<file path="config.mk">
export PLATFORM = sky130hd
export DESIGN_NAME = dbc_comparators
export DESIGN_NICKNAME = d
export VERILOG_FILES = /design/src/hw/dbc_pkg.sv /design/src/hw/dbc_comparators.sv
export SDC_FILE = /design/constraint.sdc
export NUM_CORES = 1
export LEC_CHECK = 0
export BUFFER_PORTS_ARGS = -buffer_cell sky130_fd_sc_hd__buf_4
export CORE_MARGIN = 2
export CORE_UTILIZATION = 53
export DETAILED_ROUTE_END_ITERATION = 10
export GPL_TIMING_DRIVEN = 0
export PLACE_DENSITY = 0.8
export SYNTH_ARGS = -nofsm -noshare
export SYNTH_HDL_FRONTEND = slang
export SYNTH_SLANG_ARGS = --single-unit
</file>
<file path="constraint.sdc">
create_clock -name clk -period 3.7 [get_ports clk]
set_clock_uncertainty 0.2 [all_clocks]
set_input_delay 0.37 -clock clk [delete_from_list [all_inputs] [get_ports clk]]
set_output_delay 0.37 -clock clk [all_outputs]
set_load 0.005 [all_outputs]
</file>
<file path="src/hw/dbc_pkg.sv">
// Purpose: Shared constants and carrier types for the debug comparators.
// Assumes: AHB-Lite register bus, 32-bit data, one word per register.
// Notes:   Register offsets are byte addresses.
package dbc_pkg;
  // ==========================================================
  // Register map
  localparam logic [7:0] OFS_A_EXT    = 8'h00; // Comparator A extended
  localparam logic [7:0] OFS_A_HI     = 8'h04; // Comparator A high byte
  localparam logic [7:0] OFS_A_LO     = 8'h08; // Comparator A low byte
  localparam logic [7:0] OFS_B_EXT    = 8'h0C; // Comparator B extended
  localparam logic [7:0] OFS_B_HI     = 8'h10; // Comparator B high byte
  localparam logic [7:0] OFS_B_LO     = 8'h14; // Comparator B low byte
  localparam logic [7:0] OFS_CTRL_ONE = 8'h18; // Control one
  localparam logic [7:0] OFS_CTRL_TWO = 8'h1C; // Control two
  localparam logic [7:0] OFS_MASKS    = 8'h20; // Mask settings
  localparam logic [7:0] OFS_STATUS   = 8'h24; // Sticky events (RO)
  localparam logic [7:0] OFS_CLEAR    = 8'h28; // Event clear (WO)
  localparam logic [7:0] OFS_IRQ_EN   = 8'h2C; // Event enable
  localparam logic [7:0] OFS_MODE     = 8'h30; // Active mode (RO)
  // ==========================================================
  // Field positions
  localparam int POS_PAGE_SELECTOR_LSB = 6;  // Page selector low bit
  localparam int POS_DBG_EN     = 7;  // Debug enable in control one
  localparam int POS_BKP_EN     = 7;  // Breakpoint enable in control two
  localparam int POS_PP_A_MSK   = 0;  // Mask bits [3:2]=A hi:lo, [1:0]=B
  // ==========================================================
  // Reset values
  localparam logic [7:0] RST_BYTE = 8'h00;
  localparam logic [1:0] RST_EVT  = 2'h0;

  typedef enum logic [1:0] {DBC_OFF, DBC_LEGACY, DBC_DEBUG} dbc_mode_t;

  // Core bus sample for one cycle
  typedef struct packed {
    logic        valid;     // Bus cycle in progress
    logic [15:0] addr;      // Core address bus
    logic [15:0] data;      // Data bus
    logic [5:0]  program_page_signal;     // Program page of the access
    logic        flash;     // Access in flash/ROM space
    logic [1:0]  xab_hi;    // Expanded address bits 15:14
  } dbc_bus_t;

  typedef struct packed {
    logic [7:0] a_ext, a_hi, a_lo, b_ext, b_hi, b_lo;
    logic [7:0] ctrl1, ctrl2, masks;
    logic [1:0] status, irq_en;
    logic       mark_a, mark_b;     // Comparator outputs
    logic       irq;
    logic       secure_m, secure_s; // Secure pin synchroniser
    logic       hsel_d, hwr_d;      // Data phase capture
    logic [7:0] haddr_d;
    logic [31:0] rdata;
  } dbc_state_t;
endpackage

</file>
<file path="src/hw/dbc_comparators.sv">
// Purpose: Debug comparators A and B with AHB-Lite register access.
// Assumes: Core bus arrives on clk; secure level is asynchronous.
// Notes:   Matches are registered, one cycle behind the bus sample.
//
// The AHB-Lite slave port and the register addresses were decided locally.
`timescale 1ns/1ps
// ==========================================================
// Behaviour and limits
// - Both comparators sample the core bus every cycle; a match is
//   reported one clock after the sample, never combinationally, so
//   the match pins can leave the block straight from flip-flops.
// - Read/write qualification and tagging are not handled here; a
//   match means only that the compared address or data bits agree.
// - Only the program page is carried by the core bus sample, so
//   page selector codes fold by bit 6 alone onto code 00 (no page) or
//   the program page code 01 (bit 7 of the selector is never looked at).
// - The secure level is asynchronous and passes two flip-flops;
//   debug mode can therefore stay up for two clocks after it rises.
// - Status bits are sticky: a match in the same cycle as a clear
//   write keeps its bit set, so no event is lost to a late clear.
// Function
// Mask 0:1 ignores low address byte
// Mask 1:1 ignores high and low bytes
// Page compare only for program page
// Full mode B data mask decode
// Full mode ignores B extended register
// Page selector MSB ignored, debug only
// Legacy: extended bits vs 19:14 on flash
// Legacy flash high bits 5:0 only
// Debug page 01 uses expanded address
// A value bits set address polarity
// B compares data bus in full mode
// Extended bits compared with core page
// Enables select legacy or debug mode
// Breakpoint enable wins over debug enable
// Secure operation blocks debug mode
// Page selector resets to 00
// Match only when every compared bit equal
module dbc_comparators
  import dbc_pkg::*;
(
  input  wire logic        clk,        // 200 MHz core clock
  input  wire logic        rst,        // Async reset, active high
  input  wire logic        hsel,       // Slave select
  input  wire logic [31:0] haddr,      // Byte address
  input  wire logic [1:0]  htrans,     // Transfer type
  input  wire logic        hwrite,     // Write strobe
  input  wire logic [2:0]  hsize,      // Word transfers only
  input  wire logic [31:0] hwdata,     // Write data
  input  wire logic        hready,     // Bus ready
  output logic      [31:0] hrdata,     // Read data
  output logic             hreadyout,  // Always ready
  output logic             hresp,      // Always OKAY
  input  wire dbc_bus_t    bus,        // Core bus sample
  input  wire logic        full_mode,  // Full data breakpoint mode
  input  wire logic        secure,     // Chip is secured (async)
  output logic             match_a,    // Comparator A match
  output logic             match_b,    // Comparator B match
  output logic             irq         // Enabled event pending
);
  dbc_state_t r_reg, r_next;
  dbc_mode_t  mode;

  // ==========================================================
  // Compare helper
  // Compares one byte under a mask; masked bits always agree
  function automatic logic byte_eq(input logic [7:0] v, input logic [7:0] b,
                                   input logic [7:0] m);
    byte_eq = ((v ^ b) & m) == 8'h00;
  endfunction

  // One address comparator; modes share the mask decode and the low-byte compare
  function automatic logic addr_match(
      input logic [7:0] ext, input logic [7:0] hi, input logic [7:0] lo,
      input logic [1:0] msk, input dbc_mode_t md, input dbc_bus_t b);
    logic ext_ok, hi_ok, lo_ok, use_hi, use_lo;
    ext_ok = 1'b1;
    use_lo = ~msk[0];
    use_hi = ~(msk[1] & msk[0]);
    hi_ok  = 1'b1;
    if (md == DBC_LEGACY) begin
      // Page selector has no effect here
      if (b.flash) begin
        ext_ok = (ext[5:0] == b.program_page_signal);
        hi_ok  = byte_eq(hi, {2'b00, b.addr[13:8]}, 8'h3F);
      end else begin
        hi_ok  = (hi == b.addr[15:8]);
      end
    end else if (ext[POS_PAGE_SELECTOR_LSB]) begin   // bit 7 ignored
      ext_ok = (ext[5:0] == b.program_page_signal);
      hi_ok  = (hi == {b.xab_hi, b.addr[13:8]});
    end else begin
      hi_ok  = (hi == b.addr[15:8]);
    end
    lo_ok = (lo == b.addr[7:0]);
    addr_match = b.valid & ext_ok & (hi_ok | ~use_hi)
               & (lo_ok | ~use_lo);
  endfunction

  // ==========================================================
  // Mode selection
  always_comb begin
    if (r_reg.ctrl2[POS_BKP_EN])
      mode = DBC_LEGACY;
    else if (r_reg.ctrl1[POS_DBG_EN] && !r_reg.secure_s)
      mode = DBC_DEBUG;
    else
      mode = DBC_OFF;
  end

  // ==========================================================
  // Next state
  always_comb begin
    logic       ma, mb, full_b;
    logic [1:0] evt, clr;
    r_next = r_reg;
    ma = 1'b0;
    mb = 1'b0;
    clr = 2'b00;
    full_b = full_mode && (mode == DBC_DEBUG);
    // Secure level passes two flops before use
    r_next.secure_m = secure;
    r_next.secure_s = r_reg.secure_m;
    if (mode != DBC_OFF) begin
      ma = addr_match(r_reg.a_ext, r_reg.a_hi, r_reg.a_lo,
                      r_reg.masks[3:2], mode, bus);
      if (full_b)
        // Extended register unused in full mode
        mb = bus.valid
           & (byte_eq(r_reg.b_hi, bus.data[15:8],
                      {8{~r_reg.masks[1]}}))
           & (byte_eq(r_reg.b_lo, bus.data[7:0],
                      {8{~r_reg.masks[0]}}));
      else
        mb = addr_match(r_reg.b_ext, r_reg.b_hi, r_reg.b_lo,
                        r_reg.masks[1:0], mode, bus);
    end
    r_next.mark_a = ma;
    r_next.mark_b = mb;
    evt = {mb, ma};
    // Bus data phase
    r_next.hsel_d = hsel && htrans[1] && hready;
    r_next.hwr_d  = hwrite;
    r_next.haddr_d = haddr[7:0];
    if (r_reg.hsel_d && r_reg.hwr_d) begin
      if (r_reg.haddr_d == OFS_A_EXT) r_next.a_ext = hwdata[7:0];
      else if (r_reg.haddr_d == OFS_A_HI) r_next.a_hi = hwdata[7:0];
      else if (r_reg.haddr_d == OFS_A_LO) r_next.a_lo = hwdata[7:0];
      else if (r_reg.haddr_d == OFS_B_EXT) r_next.b_ext = hwdata[7:0];
      else if (r_reg.haddr_d == OFS_B_HI) r_next.b_hi = hwdata[7:0];
      else if (r_reg.haddr_d == OFS_B_LO) r_next.b_lo = hwdata[7:0];
      else if (r_reg.haddr_d == OFS_CTRL_ONE) r_next.ctrl1 = hwdata[7:0];
      else if (r_reg.haddr_d == OFS_CTRL_TWO) r_next.ctrl2 = hwdata[7:0];
      else if (r_reg.haddr_d == OFS_MASKS) r_next.masks = hwdata[7:0];
      else if (r_reg.haddr_d == OFS_CLEAR) clr = hwdata[1:0];
      else if (r_reg.haddr_d == OFS_IRQ_EN) r_next.irq_en = hwdata[1:0];
    end
    // Set wins over clear so no event is lost
    r_next.status = (r_reg.status & ~clr) | evt;
    r_next.irq = |(r_next.status & r_next.irq_en);
    // Read data registered for the next data phase
    r_next.rdata = 32'h0000_0000;
    if (hsel && htrans[1] && hready && !hwrite) begin
      if (haddr[7:0] == OFS_A_EXT) r_next.rdata[7:0] = r_next.a_ext;
      else if (haddr[7:0] == OFS_A_HI) r_next.rdata[7:0] = r_next.a_hi;
      else if (haddr[7:0] == OFS_A_LO) r_next.rdata[7:0] = r_next.a_lo;
      else if (haddr[7:0] == OFS_B_EXT) r_next.rdata[7:0] = r_next.b_ext;
      else if (haddr[7:0] == OFS_B_HI) r_next.rdata[7:0] = r_next.b_hi;
      else if (haddr[7:0] == OFS_B_LO) r_next.rdata[7:0] = r_next.b_lo;
      else if (haddr[7:0] == OFS_CTRL_ONE)
        r_next.rdata[7:0] = r_next.ctrl1;
      else if (haddr[7:0] == OFS_CTRL_TWO)
        r_next.rdata[7:0] = r_next.ctrl2;
      else if (haddr[7:0] == OFS_MASKS) r_next.rdata[7:0] = r_next.masks;
      else if (haddr[7:0] == OFS_STATUS)
        r_next.rdata[1:0] = r_next.status;
      else if (haddr[7:0] == OFS_IRQ_EN)
        r_next.rdata[1:0] = r_next.irq_en;
      else if (haddr[7:0] == OFS_MODE)
        r_next.rdata[1:0] = mode;
    end
  end

  // ==========================================================
  // State register; everything resets to zero incl. page selector
  always_ff @(posedge clk or posedge rst) begin
    if (rst) begin
      r_reg <= '0;
    end else begin
      r_reg <= r_next;
    end
  end

  assign hrdata    = r_reg.rdata;
  assign hreadyout = 1'b1;
  assign hresp     = 1'b0;
  assign match_a   = r_reg.mark_a;
  assign match_b   = r_reg.mark_b;
  assign irq       = r_reg.irq;

  // ==========================================================
  // Checks
  a_bkp_priority: assert property (@(posedge clk) disable iff (rst)
    r_reg.ctrl2[POS_BKP_EN] |-> mode == DBC_LEGACY)
    else $error("breakpoint enable lost priority");
  a_secure_block: assert property (@(posedge clk) disable iff (rst)
    r_reg.secure_s |-> mode != DBC_DEBUG)
    else $error("debug mode entered while secure");
  a_off_nomatch: assert property (@(posedge clk) disable iff (rst)
    mode == DBC_OFF |=> !match_a && !match_b)
    else $error("match while no mode active");
  a_full_nocmp: assert property (@(posedge clk) disable iff (rst)
    (mode == DBC_DEBUG && full_mode && r_reg.masks[1:0] == 2'b11
     && bus.valid) |=> match_b)
    else $error("full mode no-compare did not match");
  a_a_exact: assert property (@(posedge clk) disable iff (rst)
    (mode == DBC_DEBUG && !r_reg.a_ext[POS_PAGE_SELECTOR_LSB] && bus.valid
     && r_reg.masks[3:2] == 2'b00
     && {r_reg.a_hi, r_reg.a_lo} != bus.addr) |=> !match_a)
    else $error("A matched a different address");
  a_a_window: assert property (@(posedge clk) disable iff (rst)
    (mode == DBC_DEBUG && !r_reg.a_ext[POS_PAGE_SELECTOR_LSB] && bus.valid
     && r_reg.masks[3:2] == 2'b01 && r_reg.a_hi == bus.addr[15:8])
    |=> match_a)
    else $error("A missed 256-byte window");
  a_a_page: assert property (@(posedge clk) disable iff (rst)
    (mode == DBC_DEBUG && r_reg.a_ext[POS_PAGE_SELECTOR_LSB] && bus.valid
     && r_reg.masks[3:2] == 2'b11 && r_reg.a_ext[5:0] == bus.program_page_signal)
    |=> match_a)
    else $error("A missed page window");
  a_irq_level: assert property (@(posedge clk) disable iff (rst)
    irq == |(r_reg.status & r_reg.irq_en))
    else $error("interrupt not tied to status");

  // ==========================================================
  // Mode checks
  // Debug mode only while its enable bit is set
  a_debug_needs_en: assert property (@(posedge clk) disable iff (rst)
    mode == DBC_DEBUG |-> r_reg.ctrl1[POS_DBG_EN])
    else $error("debug mode without its enable");

  // Legacy mode only while the breakpoint enable is set
  a_legacy_needs_en: assert property (@(posedge clk) disable iff (rst)
    mode == DBC_LEGACY |-> r_reg.ctrl2[POS_BKP_EN])
    else $error("legacy mode without its enable");

  // Neither enable set leaves the comparators idle
  a_off_no_en: assert property (@(posedge clk) disable iff (rst)
    (!r_reg.ctrl1[POS_DBG_EN] && !r_reg.ctrl2[POS_BKP_EN])
    |-> mode == DBC_OFF)
    else $error("mode active with both enables clear");

  // Second flop of the secure synchroniser follows the first
  a_secure_sync: assert property (@(posedge clk) disable iff (rst)
    r_reg.secure_s == $past(r_reg.secure_m))
    else $error("secure synchroniser skipped a stage");

  // ==========================================================
  // Legacy mode address checks
  // Flash access with a different page never matches
  a_a_legacy_ext: assert property (@(posedge clk) disable iff (rst)
    (mode == DBC_LEGACY && bus.valid && bus.flash
     && r_reg.a_ext[5:0] != bus.program_page_signal) |=> !match_a)
    else $error("A matched a foreign flash page");

  // Flash access compares only six high bits and the page
  a_a_legacy_flash: assert property (@(posedge clk) disable iff (rst)
    (mode == DBC_LEGACY && bus.valid && bus.flash
     && r_reg.masks[3:2] == 2'b00 && r_reg.a_ext[5:0] == bus.program_page_signal
     && r_reg.a_hi[5:0] == bus.addr[13:8]
     && r_reg.a_lo == bus.addr[7:0]) |=> match_a)
    else $error("A missed a flash address");

  // Other accesses use all eight high bits
  a_a_legacy_hi: assert property (@(posedge clk) disable iff (rst)
    (mode == DBC_LEGACY && bus.valid && !bus.flash
     && r_reg.masks[3:2] != 2'b11
     && r_reg.a_hi != bus.addr[15:8]) |=> !match_a)
    else $error("A ignored the high address byte");

  // Low byte masked: any address in the 256-byte window
  a_a_legacy_win: assert property (@(posedge clk) disable iff (rst)
    (mode == DBC_LEGACY && bus.valid && !bus.flash
     && r_reg.masks[3:2] == 2'b01
     && r_reg.a_hi == bus.addr[15:8]) |=> match_a)
    else $error("A missed its legacy window");

  // Both bytes masked outside flash: every access matches
  a_a_legacy_any: assert property (@(posedge clk) disable iff (rst)
    (mode == DBC_LEGACY && bus.valid && !bus.flash
     && r_reg.masks[3:2] == 2'b11) |=> match_a)
    else $error("A missed with both bytes masked");

  // Same for comparator B in address mode
  a_b_legacy_any: assert property (@(posedge clk) disable iff (rst)
    (mode == DBC_LEGACY && bus.valid && !bus.flash
     && r_reg.masks[1:0] == 2'b11) |=> match_b)
    else $error("B missed with both bytes masked");

  // A low byte that differs under a full compare never matches
  a_b_bit_pol: assert property (@(posedge clk) disable iff (rst)
    (mode != DBC_OFF && !full_mode && bus.valid
     && r_reg.masks[1:0] == 2'b00
     && r_reg.b_lo != bus.addr[7:0]) |=> !match_b)
    else $error("B matched a different low byte");

  // ==========================================================
  // Debug mode address checks
  // Selector code 00 needs no page: both bytes masked match
  a_a_nopage: assert property (@(posedge clk) disable iff (rst)
    (mode == DBC_DEBUG && !r_reg.a_ext[POS_PAGE_SELECTOR_LSB] && bus.valid
     && r_reg.masks[3:2] == 2'b11) |=> match_a)
    else $error("A used the page without selector");

  // Program page selected: a different page never matches
  a_a_page_diff: assert property (@(posedge clk) disable iff (rst)
    (mode == DBC_DEBUG && r_reg.a_ext[POS_PAGE_SELECTOR_LSB] && bus.valid
     && r_reg.a_ext[5:0] != bus.program_page_signal) |=> !match_a)
    else $error("A matched a different page");

  // Expanded high bits take part in the high-byte compare
  a_a_debug_page: assert property (@(posedge clk) disable iff (rst)
    (mode == DBC_DEBUG && r_reg.a_ext[POS_PAGE_SELECTOR_LSB] && bus.valid
     && r_reg.masks[3:2] == 2'b00 && r_reg.a_ext[5:0] == bus.program_page_signal
     && r_reg.a_hi == {bus.xab_hi, bus.addr[13:8]}
     && r_reg.a_lo == bus.addr[7:0]) |=> match_a)
    else $error("A missed an expanded address");

  // ==========================================================
  // Full mode data checks
  // Equal data matches whatever the B extended register holds
  a_b_data_full: assert property (@(posedge clk) disable iff (rst)
    (mode == DBC_DEBUG && full_mode && bus.valid
     && r_reg.masks[1:0] == 2'b00
     && bus.data == {r_reg.b_hi, r_reg.b_lo}) |=> match_b)
    else $error("B missed equal data");

  // Different data under a full compare never matches
  a_b_data_diff: assert property (@(posedge clk) disable iff (rst)
    (mode == DBC_DEBUG && full_mode && r_reg.masks[1:0] == 2'b00
     && bus.data != {r_reg.b_hi, r_reg.b_lo}) |=> !match_b)
    else $error("B matched different data");

  // Mask 0:1 looks at the high data byte only
  a_b_high_only: assert property (@(posedge clk) disable iff (rst)
    (mode == DBC_DEBUG && full_mode && bus.valid
     && r_reg.masks[1:0] == 2'b01
     && bus.data[15:8] == r_reg.b_hi) |=> match_b)
    else $error("B missed on the high data byte");

  // Mask 1:0 looks at the low data byte only
  a_b_low_only: assert property (@(posedge clk) disable iff (rst)
    (mode == DBC_DEBUG && full_mode && bus.valid
     && r_reg.masks[1:0] == 2'b10
     && bus.data[7:0] == r_reg.b_lo) |=> match_b)
    else $error("B missed on the low data byte");

  // ==========================================================
  // Event and bus checks
  // No bus cycle, no match
  a_idle_nomatch: assert property (@(posedge clk) disable iff (rst)
    !bus.valid |=> !match_a && !match_b)
    else $error("match without a bus cycle");

  // A match always leaves its sticky bit set, even under a clear
  a_evt_a_sticky: assert property (@(posedge clk) disable iff (rst)
    match_a |-> r_reg.status[0])
    else $error("A event lost");
  a_evt_b_sticky: assert property (@(posedge clk) disable iff (rst)
    match_b |-> r_reg.status[1])
    else $error("B event lost");

  // Zero wait states and OKAY responses only
  a_bus_okay: assert property (@(posedge clk) disable iff (rst)
    hreadyout && !hresp)
    else $error("bus answer not ready or not okay");
endmodule

</file>
=== Word level (Yosys, flattened, before mapping) ===
Index checks and enable logic that the tools add are counted.
Widths: inputs -> output; s select.

* Flip-flop bits (word level): 99
* Bits in latches: 0
* Bits in writable memories: 0
* Memory bits (read-only): 0
* Input bits: 118
* Memories kept: 0

* Add/subtract/negate cells: 0
* Multiply operators: 0
* Divide/modulo/power cells: 0
* Magnitude comparators: 0
* Equality and inequality tests: 31
* Shift operators: 0
* Muxes and demuxes: 78
* Bitwise operators: 26
* Reduce and logical (&&, ||, !) cells: 16

{| class="wikitable"
|+ Operators by type and width
! cell !! number
|-
| $mux 8 || 19
|-
| $mux 72 || 1
|-
| $eq 8x5->1 const B || 8
|-
| $mux 64 || 1
|-
| $mux 2 || 29
|-
| $eq 8x6->1 const B || 7
|-
| $mux 56 || 1
|-
| $eq 8x8->1 || 6
|-
| $logic_not 8->1 || 6
|-
| $mux 48 || 1
|-
| $mux 40 || 1
|-
| $eq 8x4->1 const B || 4
|-
| $mux 32 || 1
|-
| $mux 24 || 1
|-
| $mux 1 || 21
|-
| $and 8x8->8 || 2
|-
| $eq 8x3->1 const B || 2
|-
| $mux 16 || 1
|-
| $xor 8x8->8 || 2
|-
| $eq 6x6->1 || 2
|-
| $xor 6x6->6 || 2
|-
| $and 1x1->1 || 10
|-
| $logic_and 1x1->1 || 6
|-
| $mux 6 || 1
|-
| other kinds (10) || 16
|}

=== Longest topological paths before layout ===
Gate-level depths: netlist (run 1).

* Word-level depth: 26
* Depth in mapped cells: 9

=== Worst setup path after synthesis (run 1) ===
Ideal clock, no wire load.

* Path kind: register to register
* Start: register r_reg[33] (netlist name)
* End: register r_reg (netlist bit hrdata[0])
* Library setup time: 0.128 ns
* Arrival: 2.120 ns
* Required time: 3.372 ns
* Path slack: 1.252 ns
* Stages on the path, launching flop included: 8
* Path buffers: 0
* Period minus slack after synthesis: 2.448 ns
* Cell sequence: dfrtp_1 nor4b_4 nand3_4 mux2_4 a221o_1 a21o_1 a2111oi_4 nor3_1

{| class="wikitable"
|+ RTL lines
! item !! RTL line !! text
|-
| start: declaration || dbc_comparators.sv:61 || <nowiki>dbc_state_t r_reg, r_next;</nowiki>
|-
| start signal: assignment || dbc_comparators.sv:190 || <nowiki>r_reg <= r_next;</nowiki>
|}

==> results of run 1 <==
cells by family (layout without fill, tap and decap cells):
| logic type | count (synthesis) | after routing | synth area share, % |
|---|---|---|---|
| XOR/XNOR | 64 | 64 | 10.1 |
| AO/OA/AOI/OAI | 69 | 69 | 9.61 |
| AND/OR/NAND/NOR | 122 | 122 | 13.5 |
| other | 2 | 26 | 0.136 |
| multiplexers | 76 | 76 | 15.4 |
| flip-flops | 99 | 99 | 44.8 |
| buffers and inverters | 59 | 163 | 6.42 |
through the flow:
step	instances	cell area (µm²)	total power, mW
finish	755	6700	2.20
global route	755	6700	2.28
CTS	755	6700	2.20
detailed placement	728	6390	1.51
global placement	727	6360	1.49
floorplan	515	5620	1.37
placed cells by master (no fill, tap or decap), types with 3 or more instances in the layout:
cell type / count
a211oi_1: 5
a21oi_1: 9
a221oi_1: 3
a22oi_1: 4
a31oi_1: 4
a32o_1: 3
a32oi_1: 3
a41oi_1: 3
and2_1: 10
and3_1: 4
buf_4: 111
clkbuf_1: 10
clkbuf_8: 9
conb_1: 26
dfrtp_1: 99
dlygate4sd3_1: 11
inv_1: 11
mux2_2: 71
mux2i_1: 4
nand2_1: 26
nand3_1: 14
nand3_2: 3
nand4_1: 9
nor2_1: 16
nor2b_1: 6
nor3_1: 5
nor4_1: 8
o211ai_1: 3
o21ai_0: 8
o22ai_1: 5
xnor2_1: 40
xor2_1: 24
critical path, delay by kind of cell:
| kind | cells | cell delay [ps] |
|---|---|---|
| and+or+nand+nor | 5 | 1970 |
| buffers and inverters | 2 | 700 |
| AOI/OAI and AO/OA | 2 | 340 |
metal layers:
metal  part of all wire [%]  vias up  wire length, µm  global-route usage (%)
li1                       -     1969                -                       -
met4                    3.4        0              524                    13.2
met5                      0        -                0                       0
met1                     42     2103             6450                    37.5
met2                     47      244             7330                    45.5
met3                    7.5       37             1160                    3.43
worst paths after layout:
check	cells past startpoint	end	slack, ps	from
max in group asynchronous	4	r_reg[119]	2240	rst
min	2	r_reg[41]	70	htrans[1]
max reg2reg	8	hrdata[7]	720	r_reg[38]
max	9	hrdata[0]	380	haddr[7]
min reg2reg	0	r_reg[42]	150	r_next[42]
min in group asynchronous	3	irq	390	rst
power breakdown:
group          total [mW]  internal, mW  leakage (nW)  switching [mW]
clock network       0.692         0.314        0.0966           0.377
logic               0.337         0.168          1.67           0.168
registers            1.17          1.13          1.17          0.0385
final cells by class:
type | instances | area, µm²
inverter | 12 | 47.5
clock inverter | 6 | 65.1
buffer | 47 | 310
multi-input combinational | 357 | 2790
clock buffer | 10 | 128
timing repair buffer | 88 | 708
fill | 826 | 3530
tap | 136 | 170
sequential | 99 | 2480
==> flow_summary.ini, run 1 <==
[outcome]
outcome = complete, no violations

[logic_synthesis]
synth_edf_count = 0
synth.distinct_cells = 65
synth_top_area_share_pct = 44.8
yosys-top-cells-count = dfrtp_1 (99), mux2_2 (71), xnor2_1 (40)
synth_warnings = 0
mappedNetlistArea_um2 = 5530
yosysSeqAreaShare_pct = 44.8
yosysMostFrequentCell = dfrtp_1
syn_inst = 491
netlist_top_cells_area = dfrtp_1 (45%), mux2_2 (14%), xnor2_1 (6.3%), buf_4 (4.7%), xor2_1 (3.8%)
async_flop_share_pct = 100
synth.avg_cell_area_um2 = 11.3
synth_ff_type = dfrtp_1
synth-seq-cells = 99
yosysTopAreaCell = dfrtp_1

[clock_tree]
clockBufferDepth = 2
cts.htree.levels = 3
cts.sinks = 99
cts_tree = yes
cts_resized = 0
cts_setup_buffers = 0
clk_latency_ps = 380
cts-hold-fix-buffers = 11
cts_inserted_buffers = 9
root_buffer = clkbuf_8
clk_pin_slew_ps = 90

[cells_and_area]
final_nets = 732
n_antenna_cell = 0
syn_to_final_growth_pct = 21.0
largest_reg_flops = 87
drive_above_1_share_pct = 35.5
postLayoutCoreUtil_pct = 65.5

[placement]
port_buffers = 76
pre_cts_ws_ps = 686
dp_hpwl_mm = 11.8
place.gp.congestion = 0.932

[drt]
vias = 4353
ant_nets = 0
drt_iter0_drc = 390
drt-vias-per-instance = 5.77
drc = 0
first_pass_iters = 5
wire_per_inst_um = 20.5
drt_wl_total_mm = 15.5

[global_routing]
grt_max_degree = 63
grt_pass1_vias = 4255
grt_pass1_wl_mm = 23.6
globalRouteTotalUtil_pct = 28.0
grt_antenna_before_repair = 0
grt-ovfl-total = 0

[sta]
report.final.setup_viol = 0
timing.final.crit_period_ps = 3320
worst_pin_slew_ps = 1090
finalHoldViolCount = 0
finalCritPeriodShare_pct = 89.7
max_slew_margin_pct = 26.6
fmax_mhz = 301
setup_slack_ps = 382
rsz0062_at_grt = no
final_max_slew_viol_count = 0
timing.hold.ws_ps = 70.6
tns_ps = 0

[floorplan]
top_level_ports = 155
dieHeight_um = 106
die_w_um = 106
die_area_um2 = 11300
initial_utilization_pct = 54.1
core_um2 = 10200
core.rowCount = 37

[worst_setup_path]
critPathMaxFanout = 9
cp-end-kind = flip-flop
path_cells = dlygate4sd3_1 > buf_4 > nor4_1 > nand2_1 > nand2_1 > a221o_1 > a21o_1 > nor2_1 > nor3_1
arrival_ps = 3370
crit_type = input pin to flip-flop
crit_required_ps = 3750
crit_path_start_kind = input pin
cpMostUsedCell = nand2_1
cpMaxStageDelayCell = nor4_1
cpPeakStageDelay_ps = 810

[power]
leakage_nw = 2.94
ir_drop_v = 0.000169
p_per_area_nw_per_um2 = 328

[flow_run]
drv_cap = 0

[hold_path]
hold_path_class = input pin to flip-flop
No activity file was read; power rests on OpenSTA's default activity.
==> inputs of run 2 (changes only) <==
--- a/config.mk
+++ b/config.mk
@@ -13,2 +13,3 @@
 export PLACE_DENSITY = 0.8
+export REMOVE_ABC_BUFFERS = 1
 export SYNTH_ARGS = -nofsm -noshare
==> constraint.sdc (replaced) <==
create_clock -name clk -period 3.7 [get_ports clk]
set_clock_uncertainty 0.2 [all_clocks]
set_input_delay 0.74 -clock clk [delete_from_list [all_inputs] [get_ports clk]]
set_output_delay 0.74 -clock clk [all_outputs]
set_load 0.005 [all_outputs]
==> run 2 against run 1 <==
  * Die area stayed put
  * Sequential power hardly changed
  * Power is 0.48% lower
  * Global-route usage is 0.061 points lower
  * First-iteration DRC count is 1.3% lower
  * Clock power is 3.2% higher
  * Final area is 5.9% lower
  * Non-clock buffer count is 58 lower
  * Hold slack better by 88 ps
==> flow_summary.ini, run 2 (synthesized netlist as in run 1, its figures left out) <==
[global_routing]
grt_antenna_before_repair = 0
grt-ovfl-total = 0
grt_max_degree = 56
globalRouteTotalUtil_pct = 27.9
grt_pass1_wl_mm = 23.3
grt_pass1_vias = 4166

[power]
switching_power_mw = 0.576
p_int_mw = 1.61
ir_drop_v = 0.000161
leakage_nw = 2.69
combPwrFrac_pct = 13.8
sequentialPowerShare_pct = 53.5
p_sw_share_pct = 26.4
power_frac_clock_pct = 32.7
p_per_area_nw_per_um2 = 347

[cells_and_area]
fin_cells = 697
final_nets = 674
drive_above_1_share_pct = 33.0
postLayoutCoreUtil_pct = 61.6
largest_reg_flops = 87
layout_common_cells = dfrtp_1 (99), buf_4 (76), mux2_2 (71)
final_common_cell = dfrtp_1
nFillCells = 816
n_antenna_cell = 0
syn_to_final_growth_pct = 13.8

[hold_path]
hold_end = r_reg[42]
whs_path_depth = 0
hold_start = r_next[42]
hold_path_class = flip-flop to flip-flop

[sta]
rsz0062_at_grt = no
fmax_mhz = 308
finalHoldViolCount = 0
final_max_slew_viol_count = 0
timing.final.crit_period_ps = 3240
finalCritPeriodShare_pct = 87.7
worst_pin_slew_ps = 1120
max_slew_margin_pct = 25.0
report.final.setup_viol = 0
setup_slack_ps = 456

[floorplan]
initial_utilization_pct = 54.1
core_um2 = 10200
dieHeight_um = 106
core.rowCount = 37
die_area_um2 = 11300
die_w_um = 106
top_level_ports = 155

[drt]
drc = 0
wire_per_inst_um = 21.7
first_pass_iters = 5
drt-vias-per-instance = 6.02
vias = 4193
ant_nets = 0
drt_wl_total_mm = 15.1
drt_iter0_drc = 385

[flow_run]
drv_cap = 0

[worst_setup_path]
arrival_ps = 3280
crit_path_start_kind = input pin
cp-end-kind = flip-flop
timing.rr.start = r_reg[66]
critPathMaxFanout = 13
rrSetupSlack_ps = 540
crit_type = input pin to flip-flop
reg2reg_to = hrdata[1]
worstRegToRegCells = 7
crit_required_ps = 3740

[placement]
dp_hpwl_mm = 11.6
place.gp.congestion = 0.961
pre_cts_ws_ps = 143
placedCellCount = 681
port_buffers = 76

[clock_tree]
clk_pin_slew_ps = 90
clockBufferDepth = 2
cts_resized = 0
cts.sinks = 99
clk_latency_ps = 380
cts_inserted_buffers = 9
cts-hold-fix-buffers = 0
cts_setup_buffers = 0
root_buffer = clkbuf_8
cts.htree.levels = 3
cts_tree = yes

[outcome]
outcome = complete, no violations
[run 2: power by group through the flow]
stage | logic, mW | clock network, mW | registers (mW)
2_1_floorplan | 0.162 | 0 | 1.18
3_3_place_gp | 0.283 | 0 | 1.19
3_5_place_dp | 0.298 | 0 | 1.19
4_1_cts | 0.299 | 0.723 | 1.17
5_1_grt | 0.327 | 0.768 | 1.17
6_report | 0.302 | 0.714 | 1.17
[run 2: worst max-delay path, cell delays in order]
cell and delay (ps):
buf_4 130, nor4b_2 960, and3_1 490, a22oi_1 190
a41oi_1 290, nor2b_1 80, nor4_1 410
[run 2: final cells by class]
cell class	count	area, µm²	share of cell area, %
sequential	99	2480	39.3
inverter	12	47.5	0.755
multi-input combinational	357	2800	44.4
clock buffer	14	193	3.06
clock inverter	2	16.3	0.258
tap	136	170	2.70
timing repair buffer	77	598	9.50
[run 2: worst max-delay path by stage]
stage	start	to	depth (start not counted)
3_5_place_dp	haddr[7]	hrdata[6]	7
5_1_grt	haddr[7]	hrdata[6]	7
6_report	haddr[7]	hrdata[6]	7
4_1_cts	haddr[7]	hrdata[6]	7
2_1_floorplan	rst	hrdata[0]	1
3_3_place_gp	rst	hrdata[5]	2
[run 2: stage by stage]
stage          area (µm²)  total power, mW  TNS, ps  hold WS (ps)
6_report             6300             2.19        0           159
5_1_grt              6300             2.27        0           158
4_1_cts              6300             2.19        0           156
3_5_place_dp         6090             1.49        0           137
3_3_place_gp         6050             1.47   -82010           133
2_1_floorplan        5310             1.34        0           131
[run 2: layer usage]
layer	share of wire, %	GRT usage, %	wire, µm	vias up
met5	0	0	0	-
met3	7.4	5.46	1120	46
met2	48	45.4	7260	232
li1	-	-	-	1838
met1	41	36.0	6210	2077
met4	3.6	13.2	542	0
